**config.mk**
```make
export PLATFORM = sky130hd
export DESIGN_NAME = jsug_guard
export DESIGN_NICKNAME = d
export VERILOG_FILES = /design/src/common/jsug_pkg.sv /design/src/verilog/jsug_tap_fsm.sv /design/src/verilog/jsug_key_eval.sv /design/src/verilog/jsug_guard.sv
export VERILOG_INCLUDE_DIRS = /design/src /design/src/common
export SDC_FILE = /design/constraint.sdc
export NUM_CORES = 1
export LEC_CHECK = 0
export ABC_AREA = 1
export ABC_CLOCK_PERIOD_IN_PS = 14750
export BUFFER_PORTS_ARGS = -buffer_cell sky130_fd_sc_hd__clkbuf_2
export CAP_MARGIN = 5
export CORE_ASPECT_RATIO = 0.6
export CORE_MARGIN = 1.5
export CORE_UTILIZATION = 49
export DETAILED_ROUTE_END_ITERATION = 10
export PLACE_DENSITY = 0.68
export SYNTH_ARGS = -nofsm -noshare
export SYNTH_HDL_FRONTEND = slang
export SYNTH_SLANG_ARGS = --single-unit
```
**constraint.sdc**
```tcl
create_clock -name CLOCK_IN -period 14.75 [get_ports CLOCK_IN]
set_clock_uncertainty 0.15 [all_clocks]
set_input_delay 0 -clock CLOCK_IN [delete_from_list [all_inputs] [get_ports CLOCK_IN]]
set_output_delay 0 -clock CLOCK_IN [all_outputs]
set_load 0.02 [all_outputs]
```
**src/common/jsug_defs.svh**
```systemverilog
`ifndef JSUG_DEFS_SVH
`define JSUG_DEFS_SVH

`define JSUG_KEY_W        128
`define JSUG_OTP_ADDR     32'hf0000000
`define JSUG_FACTORY_CODE 128'h0123456789abcdef_fedcba9876543210
`define JSUG_TIEOFF       128'hffffffffffffffff_0000000000000000
`define JSUG_REFERENCE    128'h0123456789abcdef_0123456789abcdef
`define JSUG_SEC_PORT     2
`define JSUG_NUM_SEC      4
`define JSUG_BSR_LEN      8
`define JSUG_IR_W         4
`define JSUG_IR_RESET     4'h1
`define JSUG_IR_EXTEST    4'h0
`define JSUG_IR_SAMPLE    4'h2
`define JSUG_IR_ROUTE     4'h7
`define JSUG_IR_SECDR     4'h8
`define JSUG_IR_TESTTAP   4'h9
`define JSUG_IR_BYPASS    4'hf
`define JSUG_TLR_TMS_CNT  3'h5

`endif

```
**src/common/jsug_pkg.sv**
```systemverilog
package jsug_pkg;

    typedef enum logic [3:0] {
        TAP_RESET    = 4'h0,
        TAP_IDLE     = 4'h1,
        TAP_SEL_DR   = 4'h2,
        TAP_CAP_DR   = 4'h3,
        TAP_SHIFT_DR = 4'h4,
        TAP_EXIT1_DR = 4'h5,
        TAP_PAUSE_DR = 4'h6,
        TAP_EXIT2_DR = 4'h7,
        TAP_UPD_DR   = 4'h8,
        TAP_SEL_IR   = 4'h9,
        TAP_CAP_IR   = 4'ha,
        TAP_SHIFT_IR = 4'hb,
        TAP_EXIT1_IR = 4'hc,
        TAP_PAUSE_IR = 4'hd,
        TAP_EXIT2_IR = 4'he,
        TAP_UPD_IR   = 4'hf
    } jsug_tap_t;

    typedef enum logic [2:0] {
        TGT_BYPASS = 3'h0,
        TGT_ROUTE  = 3'h1,
        TGT_KEY    = 3'h2,
        TGT_SEC    = 3'h3,
        TGT_TEST   = 3'h4,
        TGT_BSR    = 3'h5
    } jsug_tgt_t;

endpackage : jsug_pkg

```
**src/verilog/jsug_tap_fsm.sv**
```systemverilog
`timescale 1ns/100ps
`include "jsug_defs.svh"
module jsug_tap_fsm (
    input  wire logic                clk_in,
    input  wire logic                rst_n_in,
    input  wire logic                tck_rise_in,
    input  wire logic                tms_in,
    output jsug_pkg::jsug_tap_t      state_out
);
    import jsug_pkg::*;

    jsug_tap_t state_q;
    jsug_tap_t state_d;

    always_comb begin
        state_d = state_q;
        if (tck_rise_in) begin
            case (state_q)
                TAP_RESET:    state_d = tms_in ? TAP_RESET    : TAP_IDLE;
                TAP_IDLE:     state_d = tms_in ? TAP_SEL_DR   : TAP_IDLE;
                TAP_SEL_DR:   state_d = tms_in ? TAP_SEL_IR   : TAP_CAP_DR;
                TAP_CAP_DR:   state_d = tms_in ? TAP_EXIT1_DR : TAP_SHIFT_DR;
                TAP_SHIFT_DR: state_d = tms_in ? TAP_EXIT1_DR : TAP_SHIFT_DR;
                TAP_EXIT1_DR: state_d = tms_in ? TAP_UPD_DR   : TAP_PAUSE_DR;
                TAP_PAUSE_DR: state_d = tms_in ? TAP_EXIT2_DR : TAP_PAUSE_DR;
                TAP_EXIT2_DR: state_d = tms_in ? TAP_UPD_DR   : TAP_SHIFT_DR;
                TAP_UPD_DR:   state_d = tms_in ? TAP_SEL_DR   : TAP_IDLE;
                TAP_SEL_IR:   state_d = tms_in ? TAP_RESET    : TAP_CAP_IR;
                TAP_CAP_IR:   state_d = tms_in ? TAP_EXIT1_IR : TAP_SHIFT_IR;
                TAP_SHIFT_IR: state_d = tms_in ? TAP_EXIT1_IR : TAP_SHIFT_IR;
                TAP_EXIT1_IR: state_d = tms_in ? TAP_UPD_IR   : TAP_PAUSE_IR;
                TAP_PAUSE_IR: state_d = tms_in ? TAP_EXIT2_IR : TAP_PAUSE_IR;
                TAP_EXIT2_IR: state_d = tms_in ? TAP_UPD_IR   : TAP_SHIFT_IR;
                TAP_UPD_IR:   state_d = tms_in ? TAP_SEL_DR   : TAP_IDLE;
                default:      state_d = TAP_RESET;
            endcase
        end
    end

    always_ff @(posedge clk_in or negedge rst_n_in) begin
        if (!rst_n_in) begin
            state_q <= TAP_RESET;
        end else begin
            state_q <= state_d;
        end
    end

    assign state_out = state_q;

    // Five rising edges with TMS high always end in test-logic reset
    logic [2:0] tms_run_q;
    always_ff @(posedge clk_in or negedge rst_n_in) begin
        if (!rst_n_in) begin
            tms_run_q <= 3'h0;
        end else if (tck_rise_in) begin
            if (!tms_in) begin
                tms_run_q <= 3'h0;
            end else if (tms_run_q != `JSUG_TLR_TMS_CNT) begin
                tms_run_q <= tms_run_q + 3'h1;
            end
        end
    end
endmodule : jsug_tap_fsm

```
**src/verilog/jsug_key_eval.sv**
```systemverilog
`timescale 1ns/100ps
`include "jsug_defs.svh"
module jsug_key_eval (
    input  wire logic                    clk_in,
    input  wire logic                    rst_n_in,
    input  wire logic                    por_n_in,
    input  wire logic                    otp_prog_in,
    input  wire logic [31:0]             otp_addr_in,
    input  wire logic [`JSUG_KEY_W-1:0]  otp_data_in,
    input  wire logic                    key_load_in,
    input  wire logic [`JSUG_KEY_W-1:0]  key_data_in,
    output logic                         unlock_out
);
    import jsug_pkg::*;

    logic [`JSUG_KEY_W-1:0] otp_q;
    logic [`JSUG_KEY_W-1:0] otp_d;
    logic [`JSUG_KEY_W-1:0] key_q;
    logic [`JSUG_KEY_W-1:0] key_d;
    logic                   unlock_q;
    logic                   unlock_d;

    // Secret mixing with hidden tie-offs
    function automatic logic [`JSUG_KEY_W-1:0] scramble(
        input logic [`JSUG_KEY_W-1:0] x);
        scramble = {x[63:0], x[127:64]} ^ `JSUG_TIEOFF;
    endfunction : scramble

    function automatic logic grant(input logic [`JSUG_KEY_W-1:0] otp,
                                   input logic [`JSUG_KEY_W-1:0] key);
        grant = (scramble(otp ^ key) == `JSUG_REFERENCE)
              && (otp != '0);
    endfunction : grant

    always_comb begin
        otp_d = otp_q;
        key_d = key_q;
        if (otp_prog_in && otp_addr_in == `JSUG_OTP_ADDR) begin
            otp_d = otp_q & otp_data_in;
        end
        if (key_load_in) begin
            key_d = key_data_in;
        end
        unlock_d = grant(otp_q, key_q);
    end

    // Nonvolatile code: power-on only models a fresh part
    always_ff @(posedge clk_in or negedge por_n_in) begin
        if (!por_n_in) begin
            otp_q <= `JSUG_FACTORY_CODE;
            key_q <= '0;
        end else begin
            otp_q <= otp_d;
            key_q <= key_d;
        end
    end

    always_ff @(posedge clk_in or negedge rst_n_in) begin
        if (!rst_n_in) begin
            unlock_q <= 1'b0;
        end else begin
            unlock_q <= unlock_d;
        end
    end

    assign unlock_out = unlock_q;
endmodule : jsug_key_eval

```
**src/verilog/jsug_guard.sv**
```systemverilog
// Notes on behaviour
// - Unreadable 128-bit unlock code at OTP address, with no read path
// - XOR stored code with scanned key
// - Mix with secret constants, compare hidden reference
// - Match asserts unlock, otherwise stays secured
// - Factory code and cleared key mean unsecured
// - Stored code bits never return to one until power-on reloads the factory code
// - All-zero code keeps device secured until power-on reloads the factory code
// - Key register cleared only by power-on
// - Secured: only security chain on port 2
// - Secured: other ports, test, boundary blocked
// - Boundary chain sits behind EXTEST and SAMPLE, not a router port
// - Boundary data goes TDI, cells, TDO
`timescale 1ns/100ps
`include "jsug_defs.svh"
module jsug_guard #(
    parameter int NUM_SEC = `JSUG_NUM_SEC,
    parameter int BSR_LEN = `JSUG_BSR_LEN
) (
    input  wire logic                  CLOCK_IN,
    input  wire logic                  ARST_N_IN,
    input  wire logic                  POWER_ON_RESET_N_IN,
    input  wire logic                  TCK_IN,
    input  wire logic                  TMS_IN,
    input  wire logic                  TDI_IN,
    output logic                       TDO_OUT,
    output logic                       TDO_OE_N_OUT,
    input  wire logic                  OTP_PROG_IN,
    input  wire logic [31:0]           OTP_PROG_ADDR_IN,
    input  wire logic [`JSUG_KEY_W-1:0] OTP_PROG_DATA_IN,
    input  wire logic [NUM_SEC-1:0]    CHAIN_TDO_IN,
    input  wire logic                  TEST_TDO_IN,
    input  wire logic [BSR_LEN-1:0]    BSC_PIN_IN,
    output logic [BSR_LEN-1:0]         BSC_PIN_OUT,
    output logic                       BSC_EXTEST_OUT,
    output logic [NUM_SEC-1:0]         CHAIN_SEL_OUT,
    output logic                       TEST_SEL_OUT,
    output logic                       CHAIN_TDI_OUT,
    output logic                       CHAIN_SHIFT_OUT,
    output logic                       CHAIN_CAPTURE_OUT,
    output logic                       CHAIN_UPDATE_OUT,
    output logic                       UNLOCK_OUT
);
    import jsug_pkg::*;

    localparam int PW = (NUM_SEC > 1) ? $clog2(NUM_SEC) : 1;
    localparam logic [PW-1:0] SEC_PORT = PW'(`JSUG_SEC_PORT);

    logic                  rst_n;
    logic [2:0]            sync_a_q;
    logic [2:0]            sync_b_q;
    logic                  tck_prev_q;
    logic                  tck_rise;
    logic                  tck_fall;
    logic                  tms_s;
    logic                  tdi_s;
    logic [BSR_LEN-1:0]    pin_a_q;
    logic [BSR_LEN-1:0]    pin_b_q;
    jsug_tap_t             tap;
    jsug_tgt_t             tgt;
    logic                  unlock;
    logic                  ext_dr;

    logic [`JSUG_IR_W-1:0] ir_sh_q, ir_sh_d, ir_q, ir_d;
    logic [PW-1:0]         psel_sh_q, psel_sh_d, port_q, port_d;
    logic [`JSUG_KEY_W-1:0] key_sh_q, key_sh_d;
    logic [BSR_LEN-1:0]    bsr_q, bsr_d, bsr_upd_q, bsr_upd_d;
    logic                  bypass_q, bypass_d;
    logic                  key_load_q, key_load_d;

    logic                  tdo_q, tdo_d, oe_n_q, oe_n_d;
    logic [NUM_SEC-1:0]    sel_q, sel_d;
    logic                  test_sel_q, test_sel_d;
    logic                  ctdi_q, ctdi_d;
    logic                  shift_q, shift_d;
    logic                  cap_q, cap_d;
    logic                  upd_q, upd_d;
    logic                  extest_q, extest_d;

    // Power-on also resets the rest of the logic
    assign rst_n = ARST_N_IN & POWER_ON_RESET_N_IN;

    always_ff @(posedge CLOCK_IN or negedge rst_n) begin
        if (!rst_n) begin
            sync_a_q   <= 3'h0;
            sync_b_q   <= 3'h0;
            tck_prev_q <= 1'b0;
            pin_a_q    <= '0;
            pin_b_q    <= '0;
        end else begin
            sync_a_q   <= {TDI_IN, TMS_IN, TCK_IN};
            sync_b_q   <= sync_a_q;
            tck_prev_q <= sync_b_q[0];
            pin_a_q    <= BSC_PIN_IN;
            pin_b_q    <= pin_a_q;
        end
    end

    assign tck_rise = sync_b_q[0] & ~tck_prev_q;
    assign tck_fall = ~sync_b_q[0] & tck_prev_q;
    assign tms_s    = sync_b_q[1];
    assign tdi_s    = sync_b_q[2];

    jsug_tap_fsm u_tap (
        .clk_in      (CLOCK_IN),
        .rst_n_in    (rst_n),
        .tck_rise_in (tck_rise),
        .tms_in      (tms_s),
        .state_out   (tap)
    );

    jsug_key_eval u_key (
        .clk_in      (CLOCK_IN),
        .rst_n_in    (rst_n),
        .por_n_in    (POWER_ON_RESET_N_IN),
        .otp_prog_in (OTP_PROG_IN),
        .otp_addr_in (OTP_PROG_ADDR_IN),
        .otp_data_in (OTP_PROG_DATA_IN),
        .key_load_in (key_load_q),
        .key_data_in (key_sh_q),
        .unlock_out  (unlock)
    );

    // Data register reached by the current instruction and lock state
    always_comb begin
        case (ir_q)
            `JSUG_IR_ROUTE:   tgt = TGT_ROUTE;
            `JSUG_IR_SECDR: begin
                if (port_q == SEC_PORT) begin
                    tgt = TGT_KEY;
                end else begin
                    tgt = unlock ? TGT_SEC : TGT_BYPASS;
                end
            end
            `JSUG_IR_TESTTAP: tgt = unlock ? TGT_TEST : TGT_BYPASS;
            `JSUG_IR_SAMPLE,
            `JSUG_IR_EXTEST:  tgt = unlock ? TGT_BSR : TGT_BYPASS;
            default:          tgt = TGT_BYPASS;
        endcase
    end

    assign ext_dr = (tgt == TGT_SEC) || (tgt == TGT_TEST);

    // Instruction and data shift registers
    always_comb begin
        ir_sh_d    = ir_sh_q;
        ir_d       = ir_q;
        psel_sh_d  = psel_sh_q;
        port_d     = port_q;
        key_sh_d   = key_sh_q;
        bsr_d      = bsr_q;
        bsr_upd_d  = bsr_upd_q;
        bypass_d   = bypass_q;
        key_load_d = 1'b0;
        if (tck_rise) begin
            case (tap)
                TAP_RESET: begin
                    ir_d   = `JSUG_IR_BYPASS;
                    port_d = SEC_PORT;
                end
                TAP_CAP_IR:   ir_sh_d = `JSUG_IR_RESET;
                TAP_SHIFT_IR: ir_sh_d = {tdi_s, ir_sh_q[`JSUG_IR_W-1:1]};
                TAP_UPD_IR:   ir_d = ir_sh_q;
                TAP_CAP_DR: begin
                    bypass_d  = 1'b0;
                    psel_sh_d = port_q;
                    key_sh_d  = '0;
                    if (tgt == TGT_BSR) begin
                        bsr_d = pin_b_q;
                    end
                end
                TAP_SHIFT_DR: begin
                    case (tgt)
                        TGT_ROUTE: psel_sh_d = (PW > 1)
                            ? {tdi_s, psel_sh_q[PW-1:1]} : PW'(tdi_s);
                        TGT_KEY: key_sh_d =
                            {tdi_s, key_sh_q[`JSUG_KEY_W-1:1]};
                        TGT_BSR: bsr_d = (BSR_LEN > 1)
                            ? {tdi_s, bsr_q[BSR_LEN-1:1]} : BSR_LEN'(tdi_s);
                        default: bypass_d = tdi_s;
                    endcase
                end
                TAP_UPD_DR: begin
                    case (tgt)
                        TGT_ROUTE: begin
                            if (unlock || psel_sh_q == SEC_PORT) begin
                                port_d = psel_sh_q;
                            end
                        end
                        TGT_KEY: key_load_d = 1'b1;
                        TGT_BSR: bsr_upd_d = bsr_q;
                        default: bypass_d = bypass_q;
                    endcase
                end
                default: ir_d = ir_q;
            endcase
        end
    end

    always_ff @(posedge CLOCK_IN or negedge rst_n) begin
        if (!rst_n) begin
            ir_sh_q    <= `JSUG_IR_RESET;
            ir_q       <= `JSUG_IR_BYPASS;
            psel_sh_q  <= '0;
            port_q     <= SEC_PORT;
            key_sh_q   <= '0;
            bsr_q      <= '0;
            bsr_upd_q  <= '0;
            bypass_q   <= 1'b0;
            key_load_q <= 1'b0;
        end else begin
            ir_sh_q    <= ir_sh_d;
            ir_q       <= ir_d;
            psel_sh_q  <= psel_sh_d;
            port_q     <= port_d;
            key_sh_q   <= key_sh_d;
            bsr_q      <= bsr_d;
            bsr_upd_q  <= bsr_upd_d;
            bypass_q   <= bypass_d;
            key_load_q <= key_load_d;
        end
    end

    // Pin-side outputs; TDO changes on the falling TCK edge
    always_comb begin
        tdo_d      = tdo_q;
        oe_n_d     = oe_n_q;
        ctdi_d     = tdi_s;
        sel_d      = '0;
        test_sel_d = (tgt == TGT_TEST);
        extest_d   = (ir_q == `JSUG_IR_EXTEST) && unlock;
        shift_d    = tck_rise && tap == TAP_SHIFT_DR && ext_dr;
        cap_d      = tck_rise && tap == TAP_CAP_DR && ext_dr;
        upd_d      = tck_rise && tap == TAP_UPD_DR && ext_dr;
        if (tgt == TGT_SEC) begin
            sel_d = NUM_SEC'(1) << port_q;
        end
        if (tck_fall) begin
            oe_n_d = !(tap == TAP_SHIFT_IR || tap == TAP_SHIFT_DR);
            if (tap == TAP_SHIFT_IR) begin
                tdo_d = ir_sh_q[0];
            end else begin
                case (tgt)
                    TGT_ROUTE: tdo_d = psel_sh_q[0];
                    TGT_KEY:   tdo_d = key_sh_q[0];
                    TGT_SEC:   tdo_d = CHAIN_TDO_IN[port_q];
                    TGT_TEST:  tdo_d = TEST_TDO_IN;
                    TGT_BSR:   tdo_d = bsr_q[0];
                    default:   tdo_d = bypass_q;
                endcase
            end
        end
    end

    always_ff @(posedge CLOCK_IN or negedge rst_n) begin
        if (!rst_n) begin
            tdo_q      <= 1'b0;
            oe_n_q     <= 1'b1;
            sel_q      <= '0;
            test_sel_q <= 1'b0;
            ctdi_q     <= 1'b0;
            shift_q    <= 1'b0;
            cap_q      <= 1'b0;
            upd_q      <= 1'b0;
            extest_q   <= 1'b0;
        end else begin
            tdo_q      <= tdo_d;
            oe_n_q     <= oe_n_d;
            sel_q      <= sel_d;
            test_sel_q <= test_sel_d;
            ctdi_q     <= ctdi_d;
            shift_q    <= shift_d;
            cap_q      <= cap_d;
            upd_q      <= upd_d;
            extest_q   <= extest_d;
        end
    end

    assign TDO_OUT           = tdo_q;
    assign TDO_OE_N_OUT      = oe_n_q;
    assign CHAIN_SEL_OUT     = sel_q;
    assign TEST_SEL_OUT      = test_sel_q;
    assign CHAIN_TDI_OUT     = ctdi_q;
    assign CHAIN_SHIFT_OUT   = shift_q;
    assign CHAIN_CAPTURE_OUT = cap_q;
    assign CHAIN_UPDATE_OUT  = upd_q;
    assign BSC_PIN_OUT       = bsr_upd_q;
    assign BSC_EXTEST_OUT    = extest_q;
    assign UNLOCK_OUT        = unlock;
endmodule : jsug_guard

```
==> results of run 1 <==
## power by group through the flow
stage	Combinational, uW	Clock (uW)	Sequential [uW]
2_1_floorplan	181	0	1310
3_3_place_gp	247	0	1310
3_5_place_dp	246	0	1320
4_1_cts	282	1180	1290
5_1_grt	317	1230	1300
6_report	285	1160	1290
## how the worst max path moves through the flow
| stage | cells past startpoint | slack [ns] | end |
|---|---|---|---|
| floorplan | 2 | 9.19 | BSC_EXTEST_OUT |
| global route | 9 | 10.91 | key_sh_q[13] |
| finish | 9 | 11.21 | key_sh_q[119] |
| detailed placement | 8 | 11.30 | key_sh_q[55] |
| global placement | 8 | 11.40 | key_sh_q[110] |
| CTS | 7 | 11.30 | key_load_q |
## flip-flops by register name (all words and copies together) (netlist names), 2 cells and up
signal / cells
sync_b_q: 3
key_sh_q: 128
bsr_q: 8
port_q: 2
u_key.key_q: 128
sync_a_q: 3
BSC_PIN_OUT: 8
u_tap.state_out: 4
u_key.otp_q: 128
CHAIN_SEL_OUT: 4
pin_b_q: 8
psel_sh_q: 2
ir_sh_q: 4
ir_q: 4
pin_a_q: 8
## timing repair
item / in CTS / in global routing
hold buffers: 190 / 0
endpoints found under the setup margin: 0 / 0
endpoints found under the hold margin: 312 / 0
## per-layer routing
metal | vias up | global-route usage (%) | part of all wire (%)
li1 | 7082 | - | -
met1 | 7495 | 39.43 | 46
met2 | 445 | 38.82 | 43
met3 | 82 | 6.496 | 7.9
met4 | 0 | 6.805 | 2.4
met5 | - | 0 | 0
## layout by cell type, fill, tap and decap left out, drive strengths merged
cell type,count
o21ai,207
a22oi,4
mux2,112
nand2,433
or2,5
a21boi,60
a32o,1
nor4,1
dlygate4sd3,189
bufinv,5
nor3,38
clkbuf,262
buf,10
and3,3
inv,253
o21a,1
a31oi,1
o22ai,5
clkinvlp,4
xor2,48
xnor2,52
a21oi,87
nand4,28
o2111ai,1
nor2,91
conb,1
clkinv,5
o211ai,2
nand3,19
dfrtp,383
dfstp,71
## area by class of cell
class,instances,area share [%]
flip-flops and latches,454,46.73
multi-input cells,1200,28.50
repair buffers,398,12.25
clock buffers,63,5.064
inverters,252,3.900
well taps,522,2.665
clock inverters,15,0.8882
## per-stage QoR
stage	utilization [%]	cells	cell area, sq um
6_report	61.92	2904	24510
5_1_grt	61.92	2904	24510
4_1_cts	61.92	2904	24510
3_5_place_dp	53.38	2636	21130
3_3_place_gp	53.38	2636	21130
2_1_floorplan	-	1984	19910
## worst max-delay path: stages, from the launching register on
cell and delay, ns:
dfrtp_1 0.39, inv_1 0.11, nor2_2 0.17, nand2_2 0.14
inv_4 0.49, nand2_1 0.26, nand2_8 0.50, buf_4 0.83
nand2_1 0.15, o21ai_2 0.10
## kinds of logic after synthesis
logic type | Yosys count | share of synthesized area, %
buf+inv | 330 | 7.521
simple gates | 618 | 12.56
mux | 112 | 6.334
compound gates | 369 | 11.67
other cells | 1 | 0.01883
flops | 454 | 57.50
xor+xnor | 100 | 4.398
==> run metrics, run 1 <==
Die ar. roughly 42000 sq um; Total GRT Usage 26.50%; Worst-path clk slew about 0.060 ns; ANT nets after route 0; switching fraction of total power about 26%; pre-CTS setup slack around 11 ns; core area between 30000 and 40000 sq um; synth top area cells dfrtp_1 48%, dfstp_2 9.4%, nand2_1 8.1%; total power between 2000 and 3000 uW; top-count cell post-synth nand2_1; Post-synth ARST share 100.0%; vias in the first global route 14980; startpoint types flip-flop; worst r2r dst key_sh_q[119]; crit path launch u_tap.state_out[2]; worst reg2reg path startpoint u_tap.state_out[2]; PwrDens 111.6 nW/um^2; post-synth top area share between 40% and 50%; maximum capacitance violations 0; Yosys top cell by area dfrtp_1; Clock Latency Late Sink around 0.55 ns; Fin Setup TNS 0 ns; part of the Yosys area used for sequential elements between 50% and 60%; Post-CTS Setup Bufs 0; crit share post-route roughly 24%; Synth cell types 36; # clock sinks around 450; Relative slew margins 22.17%; height of the die ~160 um; syn avg cell area around 10 sq um; CTS tree yes; antenna violations before repair 1; Via density about 5.2; Max clock buf depth 3; global route overflow 0; filler cell count 3162; Max VDD drop 0.06384 mV; share of cells above drive strength 1 between 20 and 25%; Fin. Hold Viols 0; RSZ-0062 raised after global routing no; Post-CTS Resized 0; Final HPWL DP approximately 37000 um; R2R cell count 9; Syn Nets 2164; Initial DRC Count 1176; Reg2Reg Setup Slack ~11 ns; # DRC 0; Syn-to-layout area delta 23.09%; Sequential Power Share 47.3%; worst hold path class input pin to asynchronous set/reset pin; fin crit period between 3 and 4 ns; pin count of the biggest net entering global routing between 150 and 200; Final Wtd Congestion between 0.8 and 0.9; post-route setup slack 11.21 ns; routed len/inst between 15 and 20 um; Comb pwr share 10.4%; Primary FF master, synth dfrtp_1; area of the multi-input gates around 7000 sq um; number of synthesized flops with an enable pin 0; FMAX about 280 MHz; Clock Power Share between 40% and 50%; CP Capture Type flip-flop; Root Buffer clkbuf_16; Routed WL between 50000 and 60000 um; Worst Path Required 15.07 ns; number of antenna repair diodes 0; CP Class flip-flop to flip-flop; Pre-Repair DR Iteration Count 5; Rows between 50 and 60; via count between 15000 and 20000; first-pass GRT wire length between 80000 and 90000 um; H-tree depth 2; Inserted Clock Buffers 43; Synth Cell Area around 20000 sq um; outcome finished clean; yosys warns 0; Top Ports around 200; Die X-Extent roughly 260 um; final setup fails 0; commonest cells in the netlist 431 x nand2_1, 383 x dfrtp_1, 249 x inv_1, 112 x mux2_2; Slew Viols, Final 0; FF/Latch Area approximately 11000 sq um; maximum fanout along the worst path slightly above 100; Critical Path AT a little under 4 ns; FF+latch count, synth between 400 and 500; Mapped Cells about 2000; Initial Utilization between 50% and 60%; WHS 0.005303 ns; Cell Int Power just over 2000 uW; P_sw 702.4 uW; Lkg Pwr about 0.012 uW; Least-Margin Pin Slew around 1.2 ns; PortBufs 200; nets@finish 2529
No activity file was read; power rests on OpenSTA's default activity.
==> run 2, diff against run 1 <==
--- a/config.mk
+++ b/config.mk
@@ -7,14 +7,14 @@
 export NUM_CORES = 1
 export LEC_CHECK = 0
 export ABC_AREA = 1
-export ABC_CLOCK_PERIOD_IN_PS = 14750
+export ABC_CLOCK_PERIOD_IN_PS = 3040
 export BUFFER_PORTS_ARGS = -buffer_cell sky130_fd_sc_hd__clkbuf_2
 export CAP_MARGIN = 5
 export CORE_ASPECT_RATIO = 0.6
 export CORE_MARGIN = 1.5
 export CORE_UTILIZATION = 49
 export DETAILED_ROUTE_END_ITERATION = 10
-export PLACE_DENSITY = 0.68
+export PLACE_DENSITY = 0.71
 export SYNTH_ARGS = -nofsm -noshare
 export SYNTH_HDL_FRONTEND = slang
 export SYNTH_SLANG_ARGS = --single-unit
==> constraint.sdc (replaced) <==
create_clock -name CLOCK_IN -period 3.04 [get_ports CLOCK_IN]
set_clock_uncertainty 0.15 [all_clocks]
set_input_delay 0 -clock CLOCK_IN [delete_from_list [all_inputs] [get_ports CLOCK_IN]]
set_output_delay 0 -clock CLOCK_IN [all_outputs]
set_load 0.02 [all_outputs]
==> run metrics, run 2 (synthesis gave the netlist of run 1 again) <==
PwrDens about 530 nW/um^2; H-tree depth 2; Syn-to-layout area delta 23.98%; Routed WL 54620 um; commonest non-fill, non-tap cell in the layout nand2_1; Least-Margin Pin Slew around 1.0 ns; Largest regs key_sh_q: 128 flops, u_key.key_q: 128 flops, u_key.otp_q: 128 flops; core area slightly below 40000 sq um; Root Buffer clkbuf_16; Via density 5.205; Pre-Repair DR Iteration Count 6; CTS tree yes; commonest cells after routing, fill and taps aside 431 x nand2_1, 382 x dfrtp_1, 247 x inv_1; worst hold path class input pin to asynchronous set/reset pin; switching fraction of total power a little over a quarter; global route overflow 0; Rows 56; first-pass GRT wire length between 80000 and 90000 um; crit-path max cell delay ~0.55 ns; PortBufs 200; antenna violations before repair 0; Worst Path Required between 3 and 4 ns; FMAX just over 400 MHz; Total GRT Usage roughly a quarter; number of antenna repair diodes 0; Slew Viols, Final 0; Initial Utilization roughly half; maximum capacitance violations 0; P_sw 3462 uW; Die X-Extent approximately 260 um; Sequential Power Share approximately 48%; CP Class flip-flop to flip-flop; height of the die ~160 um; Lkg Pwr between 0.01 and 0.015 uW; filler cell count between 3000 and 4000; Post-CTS Setup Bufs 0; fin crit period roughly 2.5 ns; pin count of the biggest net entering global routing between 150 and 200; nets@finish 2544; maximum fanout along the worst path just under 60; final setup fails 0; Final Wtd Congestion around 0.93; Fin. Hold Viols 6; Initial DRC Count between 1500 and 2000; Post-CTS Resized 0; outcome complete, but fails checks; Clock Power Share 41.7%; Fin Setup TNS 0 ns; WHS -0.01178 ns; Max clock buf depth 3; delay-heaviest family, CP simple AND/OR/NAND/NOR gates; RSZ-0062 raised after global routing no; routed len/inst around 19 um; Worst-path clk slew about 0.07 ns; Crit-path slowest cell dfstp_2; Comb pwr share 10.7%; share of cells above drive strength 1 a little under a quarter; # clock sinks approximately 450; crit share post-route between 80% and 90%; via count 15200; Clock Latency Late Sink 0.57 ns; failing checks negative hold slack; Die ar. 41900 sq um; Top Ports about 200; startpoint types flip-flop; vias in the first global route 15450; Relative slew margins 30.21%; Buf+Inv Stages, Crit Path 2; most used cell along the critical path nand2_1; worst-path cell chain inv_1 > nor2_2 > nand2_1 > nor2_1 > nor2_1 > nand2_1 > nand2_1 > nand2_8 > buf_12 > nand2_1 > o21ai_1; Inserted Clock Buffers 43; Critical Path AT ~2.8 ns; CP Capture Type flip-flop; Cell Int Power slightly below 10000 uW; Max VDD drop approximately 0.4 mV; CTS Hold Bufs 197; ANT nets after route 0; Final HPWL DP between 30000 and 40000 um; # DRC 0
run 2: changes by cell type in the layout (fill, tap and decap cells not counted), sizes merged:
| cell | delta |
|---|---|
| dlygate4sd3 | +8 |
| clkinv | +6 |
| bufinv | -1 |
| buf | +7 |
| clkinvlp | -2 |
| clkbuf | -1 |
run 2: worst paths after layout:
path	cells past startpoint	end	slack (ns)	startpoint
max in group asynchronous	3	u_key.otp_q[118]	1.77	POWER_ON_RESET_N_IN
min in group CLOCK_IN	6	u_key.otp_q[34]	-0.01	OTP_PROG_ADDR_IN[24]
max reg2reg	11	key_sh_q[15]	0.58	ir_q[3]
max	11	key_sh_q[15]	0.58	ir_q[3]
min reg2reg	0	pin_b_q[1]	0.20	pin_a_q[1]
min	3	u_key.key_q[28]	-0.01	POWER_ON_RESET_N_IN
run 2: worst reg2reg max path: stages (launching register included):
cell,delay (ns)
dfstp_2,0.55
inv_1,0.07
nor2_2,0.10
nand2_1,0.09
nor2_1,0.18
nor2_1,0.08
nand2_1,0.09
nand2_1,0.13
nand2_8,0.35
buf_12,0.39
nand2_1,0.12
o21ai_1,0.10
run 2: through the flow:
stage / std cells / util [%] / setup slack, ns / total power (uW) / cell area, sq um
floorplan: 1984 / - / 0.2226 / 7234 / 19920
global placement: 2644 / 53.81 / 0.6721 / 7602 / 21300
detailed placement: 2644 / 53.81 / 0.6167 / 7618 / 21300
CTS: 2921 / 62.36 / 0.6200 / 13240 / 24690
global route: 2921 / 62.36 / 0.3889 / 13670 / 24690
finish: 2921 / 62.36 / 0.5791 / 13200 / 24690
run 2: area by class of cell:
type	instances	area, sq um	share of cell area [%]
tap	522	653.1	2.646
inverter	252	952.2	3.857
clock inverter	18	215.2	0.8717
multi-input combinational	1200	6987	28.30
sequential	454	11450	46.39
timing repair buffer	413	3228	13.08
clock buffer	62	1199	4.855
run 2: routing by layer:
layer / up-vias / wire length [um] / GRT usage, % / part of all wire [%]
li1: 7112 / - / - / -
met4: 0 / 1338 / 6.805 / 2.4
met1: 7504 / 24550 / 37.40 / 45
met2: 487 / 24060 / 39.51 / 44
met5: - / 0 / 0 / 0
met3: 100 / 4659 / 7.918 / 8.5
run 2: power groups by stage:
stage	registers (uW)	logic [uW]	clock network, uW
after global routing	6290	1560	5820
after CTS	6280	1390	5570
after global placement	6380	1220	0
final	6280	1410	5510
after detailed placement	6380	1230	0
after floorplan	6350	880	0
